$ cat config.mk
export PLATFORM = sky130hd
export DESIGN_NAME = esp_positioner
export DESIGN_NICKNAME = d
export VERILOG_FILES = /design/src/verilog/esp_pkg.sv /design/src/verilog/esp_positioner.sv
export SDC_FILE = /design/constraint.sdc
export NUM_CORES = 2
export LEC_CHECK = 0
export BUFFER_PORTS_ARGS = -buffer_cell sky130_fd_sc_hd__buf_2
export CAP_MARGIN = 5
export CORE_UTILIZATION = 58
export CTS_CLUSTER_SIZE = 28
export DETAILED_ROUTE_END_ITERATION = 12
export HOLD_SLACK_MARGIN = 0.06
export PLACE_DENSITY_LB_ADDON = 0.1
export SYNTH_ARGS = -nofsm -noshare
export SYNTH_HDL_FRONTEND = slang
export SYNTH_SLANG_ARGS = --single-unit
$ cat constraint.sdc
create_clock -name REF_CLK -period 14.45 [get_ports REF_CLK]
set_input_delay 0.7225 -clock REF_CLK [delete_from_list [all_inputs] [get_ports REF_CLK]]
set_output_delay 0.7225 -clock REF_CLK [all_outputs]
set_load 0.01 [all_outputs]
$ cat src/verilog/esp_pkg.sv
// esp_pkg: constants for the encoder simple positioning block.
// assumes a single 50 MHz system clock and classic wishbone register access.
package esp_pkg;
  // pulse mode codes
  localparam logic [1:0] PM_SINGLE = 2'h0;
  localparam logic [1:0] PM_QUAD1  = 2'h1;
  localparam logic [1:0] PM_QUAD2  = 2'h2;
  localparam logic [1:0] PM_DIR    = 2'h3;
  localparam logic [1:0] RST_KEEP  = 2'h3;   // reset mode that keeps the counter
  localparam logic [7:0] OUT_SEL_DEV = 8'h16; // output function code 22
  // register word offsets (byte addresses)
  localparam logic [7:0] REG_CTRL   = 8'h00;
  localparam logic [7:0] REG_LIMFWD = 8'h04;
  localparam logic [7:0] REG_LIMREV = 8'h08;
  localparam logic [7:0] REG_DEVLVL = 8'h0C;
  localparam logic [7:0] REG_STAT   = 8'h10;
  localparam logic [7:0] REG_POS    = 8'h14;
  localparam logic [7:0] REG_TGT0   = 8'h20;  // eight targets at 0x20..0x3C
  // ctrl field positions
  localparam int CTL_PMODE   = 0;   // [1:0]
  localparam int CTL_FBSEL   = 2;   // [3:2]
  localparam int CTL_POSEN   = 4;
  localparam int CTL_ROUTE   = 5;
  localparam int CTL_RSTMODE = 6;   // [7:6]
  localparam int CTL_OUTSEL  = 8;   // [15:8]
  localparam int CTL_SELASGN = 16;
  localparam logic [1:0] FBSEL_ENC = 2'h1;
  localparam logic [31:0] CTRL_RST   = 32'h0000_0000;
  localparam logic [31:0] LIMIT_MAX  = 32'h0FFF_FFFF;  // 268435455
  localparam logic [31:0] DEV_RST    = 32'h0000_0000;
  localparam int POS_W   = 32;
  localparam int DISP_W  = 16;      // top 16 bits of position magnitude
endpackage

$ cat src/verilog/esp_positioner.sv
// esp_positioner: encoder counting, target compare and run/brake decisions.
// assumes all inputs synchronous to REF_CLK and a wishbone classic master.
`timescale 1ns/100ps
`default_nettype none
module esp_positioner #(
  parameter int POS_W = esp_pkg::POS_W
) (
  input  wire logic        REF_CLK,
  input  wire logic        SYS_RST,
  input  wire logic        CLK_EN,
  // wishbone classic slave
  input  wire logic        WB_CYC_I,
  input  wire logic        WB_STB_I,
  input  wire logic        WB_WE_I,
  input  wire logic [7:0]  WB_ADR_I,
  input  wire logic [3:0]  WB_SEL_I,
  input  wire logic [31:0] WB_DAT_I,
  output logic [31:0]      WB_DAT_O,
  output logic             WB_ACK_O,
  // field inputs
  input  wire logic        PULSE_INPUT_A,
  input  wire logic        PULSE_INPUT_B_DIRECTION,
  input  wire logic        FORWARD_RUN_COMMAND,
  input  wire logic        REVERSE_RUN_COMMAND,
  input  wire logic        COUNTER_CLEAR_INPUT,
  input  wire logic        SPEED_POSITION_SWITCH,
  input  wire logic        HOMING_TRIGGER,
  input  wire logic        RESET_INPUT,
  input  wire logic        POSITION_SELECT_BIT0,
  input  wire logic        POSITION_SELECT_BIT1,
  input  wire logic        POSITION_SELECT_BIT2,
  input  wire logic        TORQUE_CONTROL_ENABLE,
  input  wire logic [15:0] SPEED_ERROR,
  // drive decisions
  output logic             RUN_FORWARD,
  output logic             RUN_REVERSE,
  output logic             DC_BRAKE,
  output logic             COAST,
  output logic             TORQUE_CONTROL_ACTIVE,
  output logic             POSITION_RANGE_TRIP,
  output logic             POSITIONING_DONE_FLAG,
  output logic             SPEED_DEVIATION_FLAG,
  output logic             DEVIATION_OUTPUT,
  output logic [15:0]      POSITION_DISPLAY
);

  // ****************************************************
  // state and registers
  // ****************************************************
  typedef enum logic [3:0] {
    ESP_IDLE  = 4'b0001,
    ESP_MOVE  = 4'b0010,
    ESP_BRAKE = 4'b0100,
    ESP_TRIP  = 4'b1000
  } esp_state_t;

  esp_state_t              state_q;
  logic [31:0]             ctrl_q;
  logic signed [POS_W-1:0] lim_fwd_q;
  logic signed [POS_W-1:0] lim_rev_q;
  logic [15:0]             dev_lvl_q;
  logic signed [POS_W-1:0] tgt_q [8];
  logic signed [POS_W-1:0] pos_q;
  logic                    a_q;
  logic                    b_q;
  logic                    dir_q;
  logic                    ack_q;

  logic [1:0]  pmode;
  logic        fb_en;
  logic        pos_en;
  logic        run_cmd;
  logic        wb_req;
  logic        wb_wr;
  logic [2:0]  sel_idx;
  logic signed [POS_W-1:0] target;
  logic signed [POS_W-1:0] diff;
  logic signed [POS_W-1:0] wrap_diff;
  logic signed [POS_W-1:0] eff_diff;
  logic        step;
  logic        step_up;
  logic        clr_cnt;
  logic        out_range;

  assign pmode   = ctrl_q[esp_pkg::CTL_PMODE +: 2];
  assign fb_en   = ctrl_q[esp_pkg::CTL_FBSEL +: 2] == esp_pkg::FBSEL_ENC;
  assign pos_en  = ctrl_q[esp_pkg::CTL_POSEN] && fb_en;
  assign run_cmd = FORWARD_RUN_COMMAND | REVERSE_RUN_COMMAND;
  assign wb_req  = WB_CYC_I && WB_STB_I && !ack_q;
  assign wb_wr   = wb_req && WB_WE_I;

  // ****************************************************
  // target selection
  // ****************************************************
  // binary select index
  always_comb begin
    // unassigned inputs fall back to zero
    if (ctrl_q[esp_pkg::CTL_SELASGN]) begin
      sel_idx = {POSITION_SELECT_BIT2, POSITION_SELECT_BIT1, POSITION_SELECT_BIT0};
    end else begin
      sel_idx = 3'h0;
    end
  end
  assign target = tgt_q[sel_idx];

  // ****************************************************
  // pulse decoding
  // ****************************************************
  // mode dependent step detection
  always_comb begin
    step    = 1'b0;
    step_up = dir_q;
    case (pmode)
      esp_pkg::PM_SINGLE: begin
        step    = PULSE_INPUT_A && !a_q;
        step_up = 1'b1;   // one phase carries no direction, so never inherit a stale one
      end
      esp_pkg::PM_DIR: begin
        step    = PULSE_INPUT_A && !a_q;
        step_up = PULSE_INPUT_B_DIRECTION;
      end
      default: begin
        step = (PULSE_INPUT_A != a_q) ^ (PULSE_INPUT_B_DIRECTION != b_q);
        if (step) begin
          step_up = (PULSE_INPUT_A != a_q) ? (PULSE_INPUT_A != PULSE_INPUT_B_DIRECTION)
                                           : (PULSE_INPUT_A == PULSE_INPUT_B_DIRECTION);
        end else if (pmode == esp_pkg::PM_QUAD2 && run_cmd) begin
          step_up = FORWARD_RUN_COMMAND;
        end else begin
          step_up = dir_q;   // keep last direction
        end
      end
    endcase
  end

  // an edge on both phases at once is not decodable: in the quadrature modes it is dropped
  always_ff @(posedge REF_CLK or posedge SYS_RST) begin
    if (SYS_RST) begin
      a_q   <= 1'b0;
      b_q   <= 1'b0;
      dir_q <= 1'b1;
    end else if (CLK_EN) begin
      a_q   <= PULSE_INPUT_A;
      b_q   <= PULSE_INPUT_B_DIRECTION;
      dir_q <= step_up;
    end
  end

  // ****************************************************
  // position counter
  // ****************************************************
  // clear sources
  // reset input clears unless reset mode keeps it
  assign clr_cnt = (COUNTER_CLEAR_INPUT && (pmode != esp_pkg::PM_SINGLE || run_cmd))
                 || SPEED_POSITION_SWITCH || HOMING_TRIGGER
                 || (RESET_INPUT && ctrl_q[esp_pkg::CTL_RSTMODE +: 2] != esp_pkg::RST_KEEP);

  always_ff @(posedge REF_CLK or posedge SYS_RST) begin
    if (SYS_RST) begin
      pos_q <= '0;
    end else if (CLK_EN) begin
      if (clr_cnt) begin
        pos_q <= '0;
      end else if (fb_en && step) begin
        pos_q <= step_up ? pos_q + POS_W'(1) : pos_q - POS_W'(1);
      end
    end
  end

  // ****************************************************
  // direction decision
  // ****************************************************
  assign diff = target - pos_q;
  // shorter way on a rotating axis, revolution count in target zero
  always_comb begin
    wrap_diff = diff;
    if (diff > (tgt_q[0] >>> 1)) begin
      wrap_diff = diff - tgt_q[0];
    end else if (diff < -(tgt_q[0] >>> 1)) begin
      wrap_diff = diff + tgt_q[0];
    end
  end
  assign eff_diff = (ctrl_q[esp_pkg::CTL_ROUTE] && tgt_q[0] > 0
                     && (pmode == esp_pkg::PM_SINGLE || pmode == esp_pkg::PM_QUAD1))
                    ? wrap_diff : diff;
  assign out_range = pos_q > lim_fwd_q || pos_q < lim_rev_q;

  // speed and ramps stay with the drive; only direction and stop come from here
  // deceleration start is the ramp generator's business
  always_ff @(posedge REF_CLK or posedge SYS_RST) begin
    if (SYS_RST) begin
      state_q <= ESP_IDLE;
    end else if (CLK_EN) begin
      case (state_q)
        ESP_IDLE: begin
          if (pos_en && out_range) begin
            state_q <= ESP_TRIP;
          end else if (pos_en && run_cmd && !SPEED_POSITION_SWITCH) begin
            state_q <= (target == 0 || eff_diff == 0) ? ESP_BRAKE : ESP_MOVE;
          end
        end
        ESP_MOVE: begin
          if (out_range) begin
            state_q <= ESP_TRIP;
          end else if (!run_cmd || !pos_en) begin
            state_q <= ESP_IDLE;
          end else if (eff_diff == 0) begin
            state_q <= ESP_BRAKE;
          end
        end
        ESP_BRAKE: begin
          if (out_range) begin
            state_q <= ESP_TRIP;
          end else if (!run_cmd) begin
            state_q <= ESP_IDLE;
          end
        end
        ESP_TRIP: begin
          // trip stays until the reset input
          if (RESET_INPUT) begin
            state_q <= ESP_IDLE;
          end
        end
        default: state_q <= ESP_IDLE;
      endcase
    end
  end

  // ****************************************************
  // outputs
  // ****************************************************
  // registered so every output is a flop
  always_ff @(posedge REF_CLK or posedge SYS_RST) begin
    if (SYS_RST) begin
      RUN_FORWARD           <= 1'b0;
      RUN_REVERSE           <= 1'b0;
      DC_BRAKE              <= 1'b0;
      COAST                 <= 1'b0;
      POSITION_RANGE_TRIP   <= 1'b0;
      POSITIONING_DONE_FLAG <= 1'b0;
      TORQUE_CONTROL_ACTIVE <= 1'b0;
      SPEED_DEVIATION_FLAG  <= 1'b0;
      DEVIATION_OUTPUT      <= 1'b0;
      POSITION_DISPLAY      <= 16'h0000;
    end else if (CLK_EN) begin
      RUN_FORWARD <= state_q == ESP_MOVE && eff_diff > 0;
      RUN_REVERSE <= state_q == ESP_MOVE && eff_diff < 0;
      DC_BRAKE    <= state_q == ESP_BRAKE;
      COAST               <= state_q == ESP_TRIP;
      POSITION_RANGE_TRIP <= state_q == ESP_TRIP;
      POSITIONING_DONE_FLAG <= state_q == ESP_BRAKE;
      TORQUE_CONTROL_ACTIVE <= TORQUE_CONTROL_ENABLE && !pos_en;
      // deviation flag and its output function
      SPEED_DEVIATION_FLAG <= SPEED_ERROR > dev_lvl_q;
      DEVIATION_OUTPUT     <= (SPEED_ERROR > dev_lvl_q)
                              && ctrl_q[esp_pkg::CTL_OUTSEL +: 8] == esp_pkg::OUT_SEL_DEV;
      // top four digits: value divided by 10^5 is too wide for a
      // cheap divider, so the top 16 bits of magnitude are shown instead
      POSITION_DISPLAY <= pos_q[POS_W-1] ? 16'(((-pos_q) >>> (POS_W - 16)))
                                         : 16'(pos_q >>> (POS_W - 16));
    end
  end

  // ****************************************************
  // wishbone register file
  // ****************************************************
  // one-cycle answer; ack drops the cycle after
  always_ff @(posedge REF_CLK or posedge SYS_RST) begin
    if (SYS_RST) begin
      ack_q    <= 1'b0;
      WB_ACK_O <= 1'b0;
      WB_DAT_O <= 32'h0000_0000;
    end else if (CLK_EN) begin
      ack_q    <= wb_req;
      WB_ACK_O <= wb_req;
      if (wb_req && !WB_WE_I) begin
        case (WB_ADR_I)
          esp_pkg::REG_CTRL:   WB_DAT_O <= ctrl_q;
          esp_pkg::REG_LIMFWD: WB_DAT_O <= 32'(lim_fwd_q);
          esp_pkg::REG_LIMREV: WB_DAT_O <= 32'(lim_rev_q);
          esp_pkg::REG_DEVLVL: WB_DAT_O <= {16'h0000, dev_lvl_q};
          esp_pkg::REG_STAT:   WB_DAT_O <= {24'h00_0000, 1'b0, state_q, out_range,
                                            SPEED_DEVIATION_FLAG, dir_q};
          esp_pkg::REG_POS:    WB_DAT_O <= 32'(pos_q);
          default: begin
            if (WB_ADR_I[7:5] == 3'h1 && WB_ADR_I[1:0] == 2'h0) begin
              WB_DAT_O <= 32'(tgt_q[WB_ADR_I[4:2]]);
            end else begin
              WB_DAT_O <= 32'h0000_0000;
            end
          end
        endcase
      end
    end
  end

  // software writes, byte lanes honoured
  always_ff @(posedge REF_CLK or posedge SYS_RST) begin
    if (SYS_RST) begin
      ctrl_q    <= esp_pkg::CTRL_RST;
      lim_fwd_q <= POS_W'(esp_pkg::LIMIT_MAX);
      lim_rev_q <= -POS_W'(esp_pkg::LIMIT_MAX);
      dev_lvl_q <= 16'(esp_pkg::DEV_RST);
    end else if (CLK_EN && wb_wr) begin
      for (int i = 0; i < 4; i++) begin
        if (WB_SEL_I[i]) begin
          case (WB_ADR_I)
            esp_pkg::REG_CTRL:   ctrl_q[i*8 +: 8]    <= WB_DAT_I[i*8 +: 8];
            esp_pkg::REG_LIMFWD: lim_fwd_q[i*8 +: 8] <= WB_DAT_I[i*8 +: 8];
            esp_pkg::REG_LIMREV: lim_rev_q[i*8 +: 8] <= WB_DAT_I[i*8 +: 8];
            esp_pkg::REG_DEVLVL: if (i < 2) dev_lvl_q[i*8 +: 8] <= WB_DAT_I[i*8 +: 8];
            default: ;
          endcase
        end
      end
    end
  end

  // target table, one generate entry per stored position
  for (genvar g = 0; g < 8; g++) begin : g_tgt
    always_ff @(posedge REF_CLK or posedge SYS_RST) begin
      if (SYS_RST) begin
        tgt_q[g] <= '0;
      end else if (CLK_EN && wb_wr && WB_ADR_I == esp_pkg::REG_TGT0 + 8'(g * 4)) begin
        for (int i = 0; i < 4; i++) begin
          if (WB_SEL_I[i]) begin
            tgt_q[g][i*8 +: 8] <= WB_DAT_I[i*8 +: 8];
          end
        end
      end
    end
  end

endmodule // esp_positioner
`default_nettype wire

Yosys cells after proc, flatten, opt, wreduce, memory -nomap -nowiden
Index checks and enable logic that the tools add are counted.
- flip-flop bits (word level): 463
- input port bits: 78
- output and inout bits: 58
- word-level logic and storage cells: 245
- add/sub/neg operators: 7
- order comparisons: 10
- equality and inequality tests: 32
- muxes and demuxes: 31
- bitwise gates (word level): 4
- reduce and logical (&&, ||, !) cells: 100
- operators by type and width (operator ; count):
    $mux W32 ; 11
    $bmux W32 S3 ; 2
    $pmux W32 S6 ; 1
    $reduce_and A2 Y1 ; 34
    $eq A8 B6 Y1 const B ; 8
    $gt A32 B1 Y1 const B ; 2
    $logic_not A32 Y1 ; 2
    $lt A32 B32 Y1 ; 2
    $sub A32 B32 Y32 ; 2
    $reduce_and A3 Y1 ; 14
    $add A32 B2 Y32 const B ; 1
    $add A32 B32 Y32 ; 1
    $gt A32 B31 Y1 ; 1
    $gt A32 B32 Y1 ; 1
    $lt A32 B1 Y1 const B ; 1
    $mux W4 ; 8
    $neg A31 Y32 ; 1
    $neg A32 Y32 ; 1
    $sub A32 B2 Y32 const B ; 1
    $logic_and A1 B1 Y1 ; 29
    $eq A8 B5 Y1 const B ; 3
    $eq A8 B4 Y1 const B ; 2
    $gt A16 B16 Y1 ; 1
    $mux W16 ; 1
    28 further kinds ; 54

Depth between registers and ports, before layout
- depth after elaboration: 16
- gate-level depth with buffers: 36
- mapped depth without buffers: 32

Worst setup path after synthesis
No wires, ideal clock.
- path type: input to register
- start point: input port POSITION_SELECT_BIT2
- end point: register state_q[2]
- setup time: 0.074 ns
- arrival time: 7.742 ns
- required time: 14.376 ns
- slack: 6.634 ns
- cell stages on the path: 32
- buffers on the path: 5
- path through: clkbuf_1 -> and2_1 -> clkbuf_1 -> buf_1 -> clkbuf_1 -> mux4_2 -> nand2_1 -> o21ai_0 -> ha_1 -> o211ai_1 -> a21oi_1 -> o41a_1 -> a21bo_2 -> a21o_1 -> a31o_2 -> a21oi_1 -> xor2_1 -> inv_1 -> ha_1 -> clkbuf_1 -> nor2_1 -> a221o_1 -> or4_1 -> o21a_1 -> nand2_1 -> mux2_2 -> a2111oi_0 -> o2111a_1 -> a311o_2 -> o2111ai_1 -> o211a_1 -> o21ai_2
- longest elaborated chain between the ends: 16
- elaborated cells on any way between the ends: 22
- classes of those cells: 3 x add/sub; 2 x order compare; 1 x eq/ne; 11 x mux; 1 x bitwise; 4 x reduce/logical
- RTL lines (item ; RTL line ; text):
    from (decl) ; esp_positioner.sv:31 ; input wire logic POSITION_SELECT_BIT2,
    $mux W3 * ; esp_positioner.sv:98 ; if (ctrl_q[esp_pkg::CTL_SELASGN]) begin
    $not A3 Y4 (not written as such) * ; esp_positioner.sv:104 ; assign target = tgt_q[sel_idx];
    $bmux W32 S3 * ; esp_positioner.sv:104 ;
    $mux W32 (not written as such) * (2 in a row) ; esp_positioner.sv:104 ;
    $sub A32 B32 Y32 ; esp_positioner.sv:173 ; assign diff = target - pos_q;
    $add A32 B32 Y32 or $lt A32 B32 Y1 (tied branches) ; esp_positioner.sv:180, esp_positioner.sv:179 ;
    $mux W32 ; esp_positioner.sv:179 ; end else if (diff < -(tgt_q[0] >>> 1)) begin
    $mux W32 ; esp_positioner.sv:177 ; if (diff > (tgt_q[0] >>> 1)) begin
    $mux W32 ; esp_positioner.sv:185 ; ? wrap_diff : diff;
    $logic_not A32 Y1 ; esp_positioner.sv:199, esp_positioner.sv:207 ;
    $logic_or A1 B1 Y1 ; esp_positioner.sv:199 ; state_q <= (target == 0 || eff_diff == 0) ? ESP_BRAKE : ESP_MOVE;
    $mux W3 ; esp_positioner.sv:199 ;
    $mux W4 ; esp_positioner.sv:198 ; end else if (pos_en && run_cmd && !SPEED_POSITION_SWITCH) begin
    $mux W4 ; esp_positioner.sv:196 ; if (pos_en && out_range) begin
    $pmux W4 S4 ; esp_positioner.sv:194 ; case (state_q)
    to (signal assigned) ; esp_positioner.sv:199 ;
    to (decl) ; esp_positioner.sv:57 ; esp_state_t state_q;
Mark *: on every way between the ends. The rest lies on a longest branch, timed or not. The select of a mux whose other input is x is not followed.
A chain may end at the register's enable or synchronous reset.

Worst setup path after layout
- start point: register ctrl_q[16]
- end point: register state_q[1]
- longest elaborated chain between the ends: 16
- elaborated cells on any way between the ends: 22
- classes of those cells: 3 x add/sub; 2 x order compare; 1 x eq/ne; 11 x mux; 1 x bitwise; 4 x reduce/logical
- RTL lines (item ; RTL line ; text):
    from (decl) ; esp_positioner.sv:58 ; logic [31:0] ctrl_q;
    from (signal assigned) ; esp_positioner.sv:300 ; ctrl_q <= esp_pkg::CTRL_RST;
    from (signal, indexed assignment) ; esp_positioner.sv:308 ; esp_pkg::REG_CTRL: ctrl_q[i*8 +: 8] <= WB_DAT_I[i*8 +: 8];
    $mux W3 * ; esp_positioner.sv:98 ;
    $not A3 Y4 (not written as such) * ; esp_positioner.sv:104 ;
    $bmux W32 S3 * ; esp_positioner.sv:104 ;
    $mux W32 (not written as such) * (2 in a row) ; esp_positioner.sv:104 ;
    $sub A32 B32 Y32 ; esp_positioner.sv:173 ;
    $add A32 B32 Y32 or $lt A32 B32 Y1 (tied branches) ; esp_positioner.sv:180, esp_positioner.sv:179 ;
    $mux W32 ; esp_positioner.sv:179 ;
    $mux W32 ; esp_positioner.sv:177 ;
    $mux W32 ; esp_positioner.sv:185 ;
    $logic_not A32 Y1 ; esp_positioner.sv:199, esp_positioner.sv:207 ;
    $logic_or A1 B1 Y1 ; esp_positioner.sv:199 ;
    $mux W3 ; esp_positioner.sv:199 ;
    $mux W4 ; esp_positioner.sv:198 ;
    $mux W4 ; esp_positioner.sv:196 ;
    $pmux W4 S4 ; esp_positioner.sv:194 ;
Marks and branches as above.

==> metrics.md <==
| Metric | Value |
|---|---|
| Status | `finished clean` |
| Post-synth top flop | `dfrtp_1` |
| CTS sink cnt | `about 460` |
| Pre-antenna DRT Iters | `7` |
| Clock buffer depth | `3` |
| Gr ovfl total | `0` |
| Post-Syn Area | `between 30000 and 40000 um2` |
| Final wirelength | `between 100000 and 150000 um` |
| Ports | `around 140` |
| Synth Instances | `between 3k and 4k` |
| Cell taking the most area after synthesis | `dfrtp_1` |
| Final routed DRC violation total | `0` |
| Synth Area per Inst | `9.85 um2` |
| Post-route clock skew | `~0.029 ns` |
| CTS tree | `yes` |
| Seq/Total Area, Yosys | `between 30% and 40%` |
| Hold_ws | `approximately 0.27 ns` |
| DRT iter0 DRCs | `about 3.1k` |
| Final setup fails | `0` |
| Pins Over Slew Limit | `0` |
| Non-Filler Instances | `between 4k and 5k` |
| CP Class | `reg -> reg` |
| Initial Util | `about three fifths` |
| Largest net degree at the start of global routing | `between 150 and 200` |
| H-Tree Depth | `2` |
| R2r worst-path depth | `27` |
| Count leader, synth | `dfrtp_1` |
| Post-synth EDFFs | `0` |
| CTS Hold Bufs | `0` |
| PostCTS Resize Cnt | `0` |
| Tcrit/Tclk final | `between 60% and 70%` |
| FF-to-FF Start | `ctrl_q[16]` |
| Input/output buffers | `approximately 140` |
| Max_cap viols | `0` |
| Vias in the first global route | `slightly below 30k` |
| R2R Path End | `state_q[1]` |
| Slew @ Worst Pin | `between 1 and 1.5 ns` |
| Yosys cell types | `92` |
| Area grow syn2layout | `9.01%` |
| Crit-path max FO | `52` |
| Final ANT Viol Nets | `0` |
| Final hold vios | `0` |
| Final setup TNS | `0 ns` |
| Ranking of synthesized cells by area | `dfrtp_1 31%, mux2_2 11%, ha_1 11%` |
| Synth top area share | `a little under a third` |
| Slew margin rel. | `approximately 18%` |
| #FFs+latches synth | `between 400 and 500` |
| Critical Path Sink Type | `flip-flop` |
| Aggregate global-route resource usage | `roughly 40%` |
| P_leak | `approximately 18 nW` |
| WL/cell | `27.2 um` |
| Min Clock Period, post-route | `roughly 9.7 ns` |
| Routed vias | `between 20k and 30k` |
| Post-DR vias/cell | `6.76` |
| Routability congestion estimate | `between 1 and 1.5` |
| Synthesis Warnings | `0` |
| Share of layout cells above drive strength 1 | `a little over a fifth` |
| Initial antenna violation count | `2` |
| Nets | `just under 4k` |
| Later-pin clock latency in the skew report | `slightly above 0.6 ns` |
| Clock transition at path regs | `~0.060 ns` |
| Syn nets | `~3.9k` |
| CTS Buf Count | `50` |
| Post-layout util | `roughly 64%` |
| Placed Instances | `approximately 4.2k` |
| Die area | `between 60000 and 70000 um2` |
| Critical Path RT | `14.91 ns` |
| Postcts setup bufs | `0` |
| Rows | `88` |
| Power Total | `about 3.8 mW` |
| Dpl hpwl | `approximately 90000 um` |
| Die span in y | `245 um` |
| Reg2reg setup slack | `between 4 and 5 ns` |
| Die width | `around 250 um` |
| Root Driver | `clkbuf_16` |
| Worst setup path start | `ctrl_q[16]` |
| PwrDens | `roughly 100 nW/um2` |
| RSZ-0062 raised after global routing | `no` |
| First-pass GRT wire length | `between 150000 and 200000 um` |
| Arr. time, crit path | `10.19 ns` |
| Worst Hold Class | `in -> async` |
| Core area | `~58000 um2` |
| Fmax | `~0.10 GHz` |
| Max IR drop VDD | `around 0.000096 V` |
| CP Launch Type | `flip-flop` |
| Share of synthesized registers carrying an async set or reset | `between 90% and 100%` |
| Commonest cells in the synthesized netlist | `428 x dfrtp_1, 338 x mux2_2, 322 x nand2_1, 298 x ha_1, 240 x o21ai_0` |
[through the flow]
step	setup WS, ns	cell area, um2
6_report	4.72	37300
4_1_cts	5.04	37300
2_1_floorplan	0.875	34300
3_3_place_gp	4.72	35500
3_5_place_dp	4.64	35500
5_1_grt	4.51	37300
[cell families after synthesis]
logic type	synth area share, %
buf+inv	4.35
xor+xnor	2.84
simple gates	12.2
fa+ha+maj	11.1
flops	34.0
compound gates	17.1
mux	18.5
[worst max-delay path by stage]
| stage | to | slack, ns | cells past startpoint |
|---|---|---|---|
| final | state_q[1] | 4.72 | 27 |
| after global placement | state_q[1] | 4.72 | 29 |
| after floorplan | DEVIATION_OUTPUT | 0.87 | 1 |
| after detailed placement | state_q[1] | 4.64 | 29 |
| after global routing | state_q[1] | 4.51 | 27 |
| after CTS | state_q[1] | 5.04 | 28 |
[cells in the final DEF, fill, tap and decap left out, types with 28 or more instances in the layout]
cell / instances
dfrtp_1: 428
mux2_2: 338
nand2_1: 321
ha_1: 298
o21ai_0: 240
inv_1: 218
a21oi_1: 187
nor2_1: 173
buf_2: 134
mux4_2: 108
a21o_1: 88
xnor2_1: 82
a22oi_1: 66
nor3_1: 61
clkbuf_16: 51
nor2b_1: 48
nand4_1: 41
nand3_1: 41
nor4_1: 36
dfstp_2: 35
buf_4: 35
nand2b_1: 33
o22ai_1: 30
o31ai_1: 30
xor2_1: 29
o21a_1: 28
[report_power, final]
part / internal, mW / switching (mW)
Sequential: 1.31 / 0.0198
Combinational: 0.371 / 0.664
Clock: 0.843 / 0.562
Total: 2.53 / 1.25
[layer usage]
layer  track usage [%]  wire length, um
met3              8.56            10900
met2              61.4            53400
met5                 0               27
met4              19.7             6260
met1              53.1            47600
[state kept, by name, indices dropped and copies added (netlist names), 4 cells and up]
register,flops
ctrl_q,32
WB_DAT_O,32
pos_q,32
lim_fwd_q,32
state_q,4
tgt_q,256
POSITION_DISPLAY,16
dev_lvl_q,16
lim_rev_q,32
[final cells by class]
cell class                      count  area [um2]
Antenna cell                        3        7.51
Inverter                          219         830
Clock inverter                     22         337
Fill cell                        4653       20700
Multi-Input combinational cell   2628       21200
Tap cell                          765         957
Sequential cell                   463       11600
Timing Repair Buffer              170         953
Clock buffer                       70        1450
[worst max-delay path, stage by stage (launching register included)]
cell	delay [ns]
dfrtp_1	0.48
buf_4	0.43
and2_4	0.79
o22ai_1	0.22
nor2_1	0.13
a21oi_1	0.06
o21ai_0	0.85
ha_1	0.37
nand2_1	0.13
nor4_1	0.34
o211a_1	0.31
o41ai_4	0.10
o31ai_1	0.49
a31oi_1	0.18
xnor2_1	0.57
ha_1	0.33
o32ai_1	0.13
a311oi_1	0.26
nand4_1	0.13
nor4_1	0.23
o2111ai_1	0.17
a2111oi_0	0.72
nand4_1	0.17
or4_1	0.55
o31ai_1	0.58
o2111ai_1	0.26
o21ai_1	0.35
o22ai_1	0.14
(Power assumes the default switching activity.)
